File: src/verilog/bax_pkg.sv
// Purpose : shared constants and types of the byte alu executor
// Assumes : apb with 32-bit data, one aligned word per register
// Notes   : the file memory is a small window indexed by the low address bits
package bax_pkg;

  // apb byte addresses
  localparam logic [11:0] BAX_ADDR_CTRL   = 12'h000;
  localparam logic [11:0] BAX_ADDR_INSTR  = 12'h004;
  localparam logic [11:0] BAX_ADDR_WREG   = 12'h008;
  localparam logic [11:0] BAX_ADDR_BANK   = 12'h00C;
  localparam logic [11:0] BAX_ADDR_FLAGS  = 12'h010;
  localparam logic [11:0] BAX_ADDR_IXBASE = 12'h014;
  localparam logic [11:0] BAX_ADDR_EXEC   = 12'h018;
  localparam logic [11:0] BAX_ADDR_MEM    = 12'h040;
  localparam logic [11:0] BAX_MEM_MASK    = 12'hFC0;

  // file memory
  localparam int          BAX_MEM_WORDS   = 16;
  localparam int          BAX_MEM_IW      = 4;

  // opcode matches
  localparam logic [7:0]  BAX_OP_ADDLIT   = 8'h0F;
  localparam logic [5:0]  BAX_OP_ADDFILE  = 6'h09;
  localparam logic [5:0]  BAX_OP_XORFILE  = 6'h06;

  // bit positions of the instruction word
  localparam int          BAX_BIT_DEST    = 9;
  localparam int          BAX_BIT_ACCESS  = 8;

  // access bank split and indexed range
  localparam logic [7:0]  BAX_ACC_SPLIT   = 8'h60;
  localparam logic [7:0]  BAX_IDX_MAX     = 8'h5F;
  localparam logic [3:0]  BAX_SFR_BANK    = 4'hF;
  localparam int          BAX_OFS_W       = 7;

  // flag positions
  localparam int          BAX_F_C         = 0;
  localparam int          BAX_F_DC        = 1;
  localparam int          BAX_F_Z         = 2;
  localparam int          BAX_F_OV        = 3;
  localparam int          BAX_F_N         = 4;

  // control and exec-status bit positions
  localparam int          BAX_CTRL_EXT    = 0;
  localparam int          BAX_EX_BUSY     = 0;
  localparam int          BAX_EX_INDEXED  = 1;
  localparam int          BAX_EX_ILLEGAL  = 2;
  localparam int          BAX_EX_EA_LSB   = 16;

  // reset values
  localparam logic [15:0] BAX_RST_INSTR   = 16'h0000;
  localparam logic [7:0]  BAX_RST_BYTE    = 8'h00;
  localparam logic [11:0] BAX_RST_IXBASE  = 12'h000;

  typedef enum logic [2:0] {
    BAX_IDLE = 3'b000,
    BAX_Q1   = 3'b001,
    BAX_Q2   = 3'b010,
    BAX_Q3   = 3'b011,
    BAX_Q4   = 3'b100
  } bax_phase_t;

  typedef struct packed {
    logic        psel;
    logic        penable;
    logic        pwrite;
    logic [11:0] paddr;
    logic [31:0] pwdata;
  } bax_apb_req_t;

  typedef struct packed {
    logic        pready;
    logic [31:0] prdata;
    logic        pslverr;
  } bax_apb_rsp_t;

endpackage : bax_pkg
File: src/verilog/bax_exec.sv
// Purpose : decode and execute add-literal, add-to-file and xor-with-file
// Assumes : apb inputs are synchronous to clock; one instruction at a time
// Notes   : one instruction cycle is four clocks, one per phase
// Behaviour
// - add literal to accumulator, five flags
// - add accumulator to file, five flags
// - dest bit selects accumulator or file
// - access bit selects access bank or banked
// - extended mode indexes access addresses up to 95
// - xor accumulator with file, n and z
// - one word, four phases, one cycle
// - indexed offsets are seven bit fields
`timescale 1ns/1ns
module bax_exec
  import bax_pkg::*;
(
  input  wire logic         clock,   // 125 mhz core clock
  input  wire logic         arst_n,  // async reset, active low
  input  wire bax_apb_req_t apb_req, // apb request group
  output bax_apb_rsp_t      apb_rsp  // apb answer group
);

  typedef struct packed {
    bax_phase_t                        phase;
    logic                              ext_en;
    logic [15:0]                       ir;
    logic [7:0]                        wreg;
    logic [3:0]                        bank;
    logic [4:0]                        flags;
    logic [11:0]                       ixbase;
    logic [11:0]                       ea;
    logic                              indexed;
    logic                              illegal;
    logic [7:0]                        opnd;
    logic [7:0]                        res;
    logic [4:0]                        res_flags;
    logic [BAX_MEM_WORDS-1:0][7:0]     mem;
    logic [31:0]                       prdata;
  } bax_state_t;

  bax_state_t st;
  bax_state_t next_st;

  ////////////////////////////////////////////////////////////////////////////
  // helpers

  function automatic logic is_addlit(input logic [15:0] ir);
    is_addlit = (ir[15:8] == BAX_OP_ADDLIT);
  endfunction : is_addlit

  function automatic logic is_addfile(input logic [15:0] ir);
    is_addfile = (ir[15:10] == BAX_OP_ADDFILE);
  endfunction : is_addfile

  function automatic logic is_xorfile(input logic [15:0] ir);
    is_xorfile = (ir[15:10] == BAX_OP_XORFILE);
  endfunction : is_xorfile

  function automatic logic [BAX_MEM_IW-1:0] mem_idx(input logic [11:0] a);
    mem_idx = a[BAX_MEM_IW-1:0];
  endfunction : mem_idx

  // effective file address: indexed, access bank or banked
  function automatic logic [12:0] eff_addr(input logic [15:0] ir,
                                           input logic        ext_en,
                                           input logic [3:0]  bank,
                                           input logic [11:0] ixbase);
    logic [7:0]           f;
    logic [BAX_OFS_W-1:0] ofs;
    f   = ir[7:0];
    ofs = f[BAX_OFS_W-1:0];
    if (ir[BAX_BIT_ACCESS])
      eff_addr = {1'b0, bank, f};
    else if (ext_en && (f <= BAX_IDX_MAX))
      eff_addr = {1'b1, ixbase + {5'h00, ofs}};
    else if (f < BAX_ACC_SPLIT)
      eff_addr = {1'b0, 4'h0, f};
    else
      eff_addr = {1'b0, BAX_SFR_BANK, f};
  endfunction : eff_addr

  // sum with carry, digit carry, overflow, negative, zero
  function automatic logic [12:0] add8(input logic [7:0] a, input logic [7:0] b);
    logic [8:0] s;
    logic [4:0] lo;
    logic [4:0] fl;
    s  = {1'b0, a} + {1'b0, b};
    lo = {1'b0, a[3:0]} + {1'b0, b[3:0]};
    fl = '0;
    fl[BAX_F_C]  = s[8];
    fl[BAX_F_DC] = lo[4];
    fl[BAX_F_OV] = (a[7] == b[7]) && (s[7] != a[7]);
    fl[BAX_F_N]  = s[7];
    fl[BAX_F_Z]  = (s[7:0] == 8'h00);
    add8 = {fl, s[7:0]};
  endfunction : add8

  // register read mux, zero for unmapped
  function automatic logic [31:0] reg_read(input bax_state_t s, input logic [11:0] a);
    logic [31:0] r;
    r = 32'h00000000;
    if ((a & BAX_MEM_MASK) == BAX_ADDR_MEM)
      r[7:0] = s.mem[a[BAX_MEM_IW+1:2]];
    else
      case (a)
        BAX_ADDR_CTRL:   r[BAX_CTRL_EXT] = s.ext_en;
        BAX_ADDR_INSTR:  r[15:0] = s.ir;
        BAX_ADDR_WREG:   r[7:0] = s.wreg;
        BAX_ADDR_BANK:   r[3:0] = s.bank;
        BAX_ADDR_FLAGS:  r[4:0] = s.flags;
        BAX_ADDR_IXBASE: r[11:0] = s.ixbase;
        BAX_ADDR_EXEC:
        begin
          r[BAX_EX_BUSY]    = (s.phase != BAX_IDLE);
          r[BAX_EX_INDEXED] = s.indexed;
          r[BAX_EX_ILLEGAL] = s.illegal;
          r[BAX_EX_EA_LSB +: 12] = s.ea;
        end
        default:         r = 32'h00000000;
      endcase
    reg_read = r;
  endfunction : reg_read

  function automatic logic mapped(input logic [11:0] a);
    mapped = ((a & BAX_MEM_MASK) == BAX_ADDR_MEM) || (a == BAX_ADDR_CTRL) ||
             (a == BAX_ADDR_INSTR) || (a == BAX_ADDR_WREG) || (a == BAX_ADDR_BANK) ||
             (a == BAX_ADDR_FLAGS) || (a == BAX_ADDR_IXBASE) || (a == BAX_ADDR_EXEC);
  endfunction : mapped

  ////////////////////////////////////////////////////////////////////////////
  // next state

  logic        busy;
  logic        acc_done;
  logic        wr_done;
  logic [12:0] ea_x;
  logic [12:0] sum_x;

  assign busy     = (st.phase != BAX_IDLE);
  assign acc_done = apb_req.psel && apb_req.penable && !busy;
  assign wr_done  = acc_done && apb_req.pwrite && mapped(apb_req.paddr);

  always_comb
  begin
    next_st = st;
    ea_x    = eff_addr(st.ir, st.ext_en, st.bank, st.ixbase);
    sum_x   = add8(st.wreg, st.opnd);
    case (st.phase)
      BAX_IDLE: next_st.phase = BAX_IDLE;
      // decode: classify and resolve the file address
      BAX_Q1:
      begin
        next_st.illegal = !(is_addlit(st.ir) || is_addfile(st.ir) || is_xorfile(st.ir));
        next_st.indexed = is_addlit(st.ir) ? 1'b0 : ea_x[12];
        next_st.ea      = is_addlit(st.ir) ? 12'h000 : ea_x[11:0];
        next_st.phase   = BAX_Q2;
      end
      // read operand: literal or file register
      BAX_Q2:
      begin
        next_st.opnd  = is_addlit(st.ir) ? st.ir[7:0] : st.mem[mem_idx(st.ea)];
        next_st.phase = BAX_Q3;
      end
      // process data
      BAX_Q3:
      begin
        if (is_xorfile(st.ir))
        begin
          next_st.res                  = st.wreg ^ st.opnd;
          next_st.res_flags            = st.flags;
          next_st.res_flags[BAX_F_N]   = next_st.res[7];
          next_st.res_flags[BAX_F_Z]   = (next_st.res == 8'h00);
        end
        else
        begin
          next_st.res       = sum_x[7:0];
          next_st.res_flags = sum_x[12:8];
        end
        next_st.phase = BAX_Q4;
      end
      // write destination and flags
      BAX_Q4:
      begin
        if (!st.illegal)
        begin
          next_st.flags = st.res_flags;
          if (is_addlit(st.ir) || !st.ir[BAX_BIT_DEST])
            next_st.wreg = st.res;
          else
            next_st.mem[mem_idx(st.ea)] = st.res;
        end
        next_st.phase = BAX_IDLE;
      end
      default: next_st.phase = BAX_IDLE;
    endcase

    // register writes; only accepted while idle
    if (wr_done)
    begin
      if ((apb_req.paddr & BAX_MEM_MASK) == BAX_ADDR_MEM)
        next_st.mem[apb_req.paddr[BAX_MEM_IW+1:2]] = apb_req.pwdata[7:0];
      else
        case (apb_req.paddr)
          BAX_ADDR_CTRL:   next_st.ext_en = apb_req.pwdata[BAX_CTRL_EXT];
          BAX_ADDR_INSTR:
          begin
            next_st.ir    = apb_req.pwdata[15:0];
            next_st.phase = BAX_Q1;
          end
          BAX_ADDR_WREG:   next_st.wreg = apb_req.pwdata[7:0];
          BAX_ADDR_BANK:   next_st.bank = apb_req.pwdata[3:0];
          BAX_ADDR_FLAGS:  next_st.flags = apb_req.pwdata[4:0];
          BAX_ADDR_IXBASE: next_st.ixbase = apb_req.pwdata[11:0];
          default:         next_st.ext_en = st.ext_en;
        endcase
    end

    // read data follows the address one cycle behind and shows the state loaded at the same edge
    next_st.prdata = reg_read(next_st, apb_req.paddr);
  end

  ////////////////////////////////////////////////////////////////////////////
  // state register

  always_ff @(posedge clock or negedge arst_n)
  begin
    if (!arst_n)
    begin
      st        <= '0;
      st.phase  <= BAX_IDLE;
      st.ir     <= BAX_RST_INSTR;
      st.wreg   <= BAX_RST_BYTE;
      st.ixbase <= BAX_RST_IXBASE;
    end
    else
      st <= next_st;
  end

  ////////////////////////////////////////////////////////////////////////////
  // apb answer

  assign apb_rsp.pready  = !busy;
  assign apb_rsp.prdata  = st.prdata;
  assign apb_rsp.pslverr = acc_done && !mapped(apb_req.paddr);

endmodule : bax_exec

File: config.mk
export PLATFORM = sky130hd
export DESIGN_NAME = bax_exec
export DESIGN_NICKNAME = d
export VERILOG_FILES = /design/src/verilog/bax_pkg.sv /design/src/verilog/bax_exec.sv
export SDC_FILE = /design/constraint.sdc
export NUM_CORES = 1
export LEC_CHECK = 0
export BUFFER_PORTS_ARGS = -buffer_cell sky130_fd_sc_hd__buf_2
export CAP_MARGIN = 10
export CORE_MARGIN = 2
export CORE_UTILIZATION = 56
export DETAILED_ROUTE_END_ITERATION = 6
export GPL_TIMING_DRIVEN = 0
export PLACE_DENSITY_LB_ADDON = 0.3
export SETUP_SLACK_MARGIN = 0.5
export SLEW_MARGIN = 10
export SYNTH_ARGS = -nofsm -noshare
export SYNTH_HDL_FRONTEND = slang
export SYNTH_SLANG_ARGS = --single-unit
File: constraint.sdc
create_clock -name clock -period 3.75 [get_ports clock]
set_clock_uncertainty 0.15 [all_clocks]
set_input_delay 0 -clock clock [delete_from_list [all_inputs] [get_ports clock]]
set_output_delay 0 -clock clock [all_outputs]
set_load 0.05 [all_outputs]
==> run summary <==
- status: finished clean
- share of synthesized cell area in full adder, half adder and majority cells: 0.0155
- vias in the first global route: 14236
- Worst Hold Depth: 5
- type of element launching the critical path: flip-flop
- maximum achievable frequency: 285 MHz
- net count reported at finish: 1796
- final-report max-slew violation count: 0
- fraction of post-synthesis cell area in the top cell type by area: 0.407
- shortest period the worst path allows: 3.51 ns
- Bufs on Longest Clock Path: 3
- worst slack, placed: -0.872 ns
- overall global routing resource usage: 0.464
- Met3 Routed Length: 8.01 mm
- count of mapped cells out of synthesis: 1489
- die height: 166 um
- xor and xnor area share after synthesis: 0.0107
- CTS H-tree depth: 1
- sequential area share after synthesis: 0.407
- clock insertion delay at the later pin of the skew report: 0.58 ns
- Compound-Gate Fraction of Synth Area: 0.170
- TritonCTS clock tree: built
- main combinational cell family by area after synthesis: multiplexers
- pin slew with the least headroom to its limit: 1.25 ns
- syn avg cell area: 9.88 um^2
- violation count after the first detailed-route iteration: 2257
- Via Count: 14647
- Vias/cell: 7.02
- Netlist cell types: 81
- Initial Utilization: 0.568
- Max IR drop VDD: 0.434 mV
- Port Buffers: 60
- DP HPWL: 44.8 mm
- met2 wirelength from detailed routing: 28.0 mm
- source of the worst register-to-register timing path: st[242]
- worst relative slew slack: 0.169
- endpoint kind of the worst setup timing path: flip-flop
- number of buffers added by the clock tree synthesis step: 27
- worst reg2reg setup slack: 0.24 ns
- FFs w/ async S/R, synth: 1.00
- synth top area cells: sky130_fd_sc_hd__dfrtp_1 (41%), sky130_fd_sc_hd__mux2i_1 (8.2%), sky130_fd_sc_hd__mux4_2 (6.3%)
- hold_ws: 0.0515 ns
- RSZ-0062 raised after global routing: true
- routed length on met1: 23.2 mm
- number of remaining DRC errors: 0
- DRT antenna net count: 0
- final worst-path cycle share: 0.937
- WS Path Type: reg2reg
- worst reg2reg path depth: 13
- Final setup violation count: 0
- wire length of the first global-routing pass: 93.9 mm
- simple-gate share of the synthesized area: 0.154
- Hold Crit Class: in2reg
- Area Overhead vs Synth: 26.2%
- capture instance of the worst register-to-register path: apb_rsp[4]
- Yosys reg bits: 239
- Yosys warnings: 0
- floorplan die area: 27600 um^2
- number of enable flip-flop cells after synthesis: 0
- uppermost layer routed: met5
- clock root buffer: sky130_fd_sc_hd__clkbuf_16
- hold_sp: apb_req[37]
- power density relative to cell area: 403 nW/um^2
- Final Hold Vio Count: 0
- routed length per instance: 31.6 um
- die span in x: 166 um
- Ports: 83
- mapped cell area: 14700 um^2
- total number of clock tree sinks: 239
- number of max-capacitance violations reported: 0
- share of cells above drive strength 1: 0.284
- Leak Pwr: 7.71 nW
- worst-path fanout max: 5
- Top FF cell, synth: sky130_fd_sc_hd__dfrtp_1
- Yosys top cell by area: sky130_fd_sc_hd__dfrtp_1
- terminating pin of the worst hold path: st[70]
- data arrival time of the critical path: 3.79 ns
- crit path setup slack, layout: 0.238 ns
- routability congestion estimate: 1.04
- required time of the worst setup path: 4.03 ns
- area of the core: 25900 um^2
- total wirelength of the detailed-routed design: 65.8 mm
- maximum number of pins on one net before global-route repair: 101
- share of synthesized area spent on multiplexers: 0.187
- total congestion overflow after global routing: 0
- number of antenna violations at the first check in global routing: 3
- first drt pass iteration count: 6
- Row Count: 59
- CTS clock-pin slew for the worst setup and hold paths: 0.06 ns
-- placed cells by master, fill, tap and decap left out, types with 11 or more instances in the layout --
cell                            netlist  routed
sky130_fd_sc_hd__and2_1              24      24
sky130_fd_sc_hd__nor3_1              16      15
sky130_fd_sc_hd__mux2_2              56      46
sky130_fd_sc_hd__clkbuf_1            85      76
sky130_fd_sc_hd__a21oi_1            137     128
sky130_fd_sc_hd__nand3_1             38      32
sky130_fd_sc_hd__buf_2                9      66
sky130_fd_sc_hd__clkbuf_16            0      27
sky130_fd_sc_hd__o22ai_1             12      11
sky130_fd_sc_hd__o21ai_0             46      44
sky130_fd_sc_hd__nand2b_1            17      17
sky130_fd_sc_hd__mux2i_1            120     105
sky130_fd_sc_hd__dfrtp_1            239     233
sky130_fd_sc_hd__nand2_1            123     121
sky130_fd_sc_hd__xnor2_1             12      12
sky130_fd_sc_hd__mux4_2              41      41
sky130_fd_sc_hd__a31oi_1             20      18
sky130_fd_sc_hd__ha_1                15      15
sky130_fd_sc_hd__buf_4               33     118
sky130_fd_sc_hd__clkbuf_2             0      11
sky130_fd_sc_hd__buf_6                3      35
sky130_fd_sc_hd__o221ai_1            13      13
sky130_fd_sc_hd__a2111oi_4            9      11
sky130_fd_sc_hd__nand4_1             19      19
sky130_fd_sc_hd__inv_1               23      22
sky130_fd_sc_hd__nor2_1             163     161
sky130_fd_sc_hd__dlygate4sd3_1        0      25
-- synthesized netlist by cell type (all sizes together) (20+ instances only) --
cell type and n:
o21ai 46, mux2 56, mux2i 120, dfrtp 239
buf 62, nand2 124, nand3 38, a31oi 20
and2 24, nor2 163, a21oi 137, clkbuf 85
mux4 41, inv 23
-- cell type report --
type                            instances  area (um^2)
Antenna cell                            2         5.00
Clock buffer                           37          763
Tap cell                              335          419
Buffer                                147          850
Inverter                               24         93.8
Sequential cell                       239         5990
Timing Repair Buffer                  209         1760
Multi-Input combinational cell       1082         8590
Clock inverter                         10         97.6
Fill cell                            1873         7350
-- worst max path at each step --
stage / from / endpoint / slack [ns] / cells after the start
2_1_floorplan: st[241] / apb_rsp[5] / 0.36 / 9
3_3_place_gp: arst_n / st[241] / -2.31 / 1
3_5_place_dp: st[183] / apb_rsp[5] / -0.87 / 8
4_1_cts: st[242] / apb_rsp[4] / 0.27 / 11
5_1_grt: st[242] / apb_rsp[4] / 0.25 / 13
6_report: st[242] / apb_rsp[4] / 0.24 / 13
-- stage by stage --
step           cells  cell area [um^2]  utilization  total power (W)  setup TNS, ns
2_1_floorplan   1492             14800            -          0.00386              0
5_1_grt         2083             18600        0.716          0.00764              0
6_report        2085             18600        0.716          0.00748              0
4_1_cts         2056             18100        0.697          0.00731              0
3_5_place_dp    1890             15600        0.603          0.00454          -6.30
3_3_place_gp    1887             15500        0.599          0.00450        -451.63
-- where the power goes --
group	internal (W)	switching, W	leakage [nW]
clock	0.00149	0.00117	0.419
combinational	0.000603	0.00136	4.63
sequential	0.00273	0.000120	2.66
total	0.00483	0.00265	7.71
-- routing by layer --
layer	vias up	track usage
met4	4	0.359
met1	6998	0.568
met5	-	0
met2	1269	0.696
li1	5955	-
met3	421	0.131
-- cell families (layout without fill, tap and decap cells) --
family	Yosys count	count (layout)
compound gates	356	356
xor+xnor	18	18
fa+ha+maj	17	17
buf+inv	171	427
flops	239	239
mux	217	217
other cells	1	6
simple gates	470	470
-- repair_timing --
item / CTS / global route
cloned: 1 / 0
resized for setup: 127 / 86
hold buffers: 26 / 0
endpoints found under the hold margin: 300 / 0
pin swaps: 52 / 33
setup buffers: 92 / 27
setup endpoints to repair: 33 / 12
-- registers in the layout, summed over array words and instances (netlist names) --
signal,cells
apb_rsp,28
st,211
-- critical path: stages, from the launching register on --
cell and delay (ns):
sky130_fd_sc_hd__dfrtp_2 0.44, sky130_fd_sc_hd__or4b_4 0.53, sky130_fd_sc_hd__buf_8 0.16, sky130_fd_sc_hd__buf_12 0.13, sky130_fd_sc_hd__buf_6 0.11, sky130_fd_sc_hd__buf_6 0.11, sky130_fd_sc_hd__a2111oi_4 0.19, sky130_fd_sc_hd__buf_4 0.21
sky130_fd_sc_hd__buf_6 0.12, sky130_fd_sc_hd__mux2i_1 0.23, sky130_fd_sc_hd__nand2_1 0.10, sky130_fd_sc_hd__o21ai_2 0.13, sky130_fd_sc_hd__o2111ai_4 0.18, sky130_fd_sc_hd__or4_4 0.59
Power figures use the tool's default switching activity.
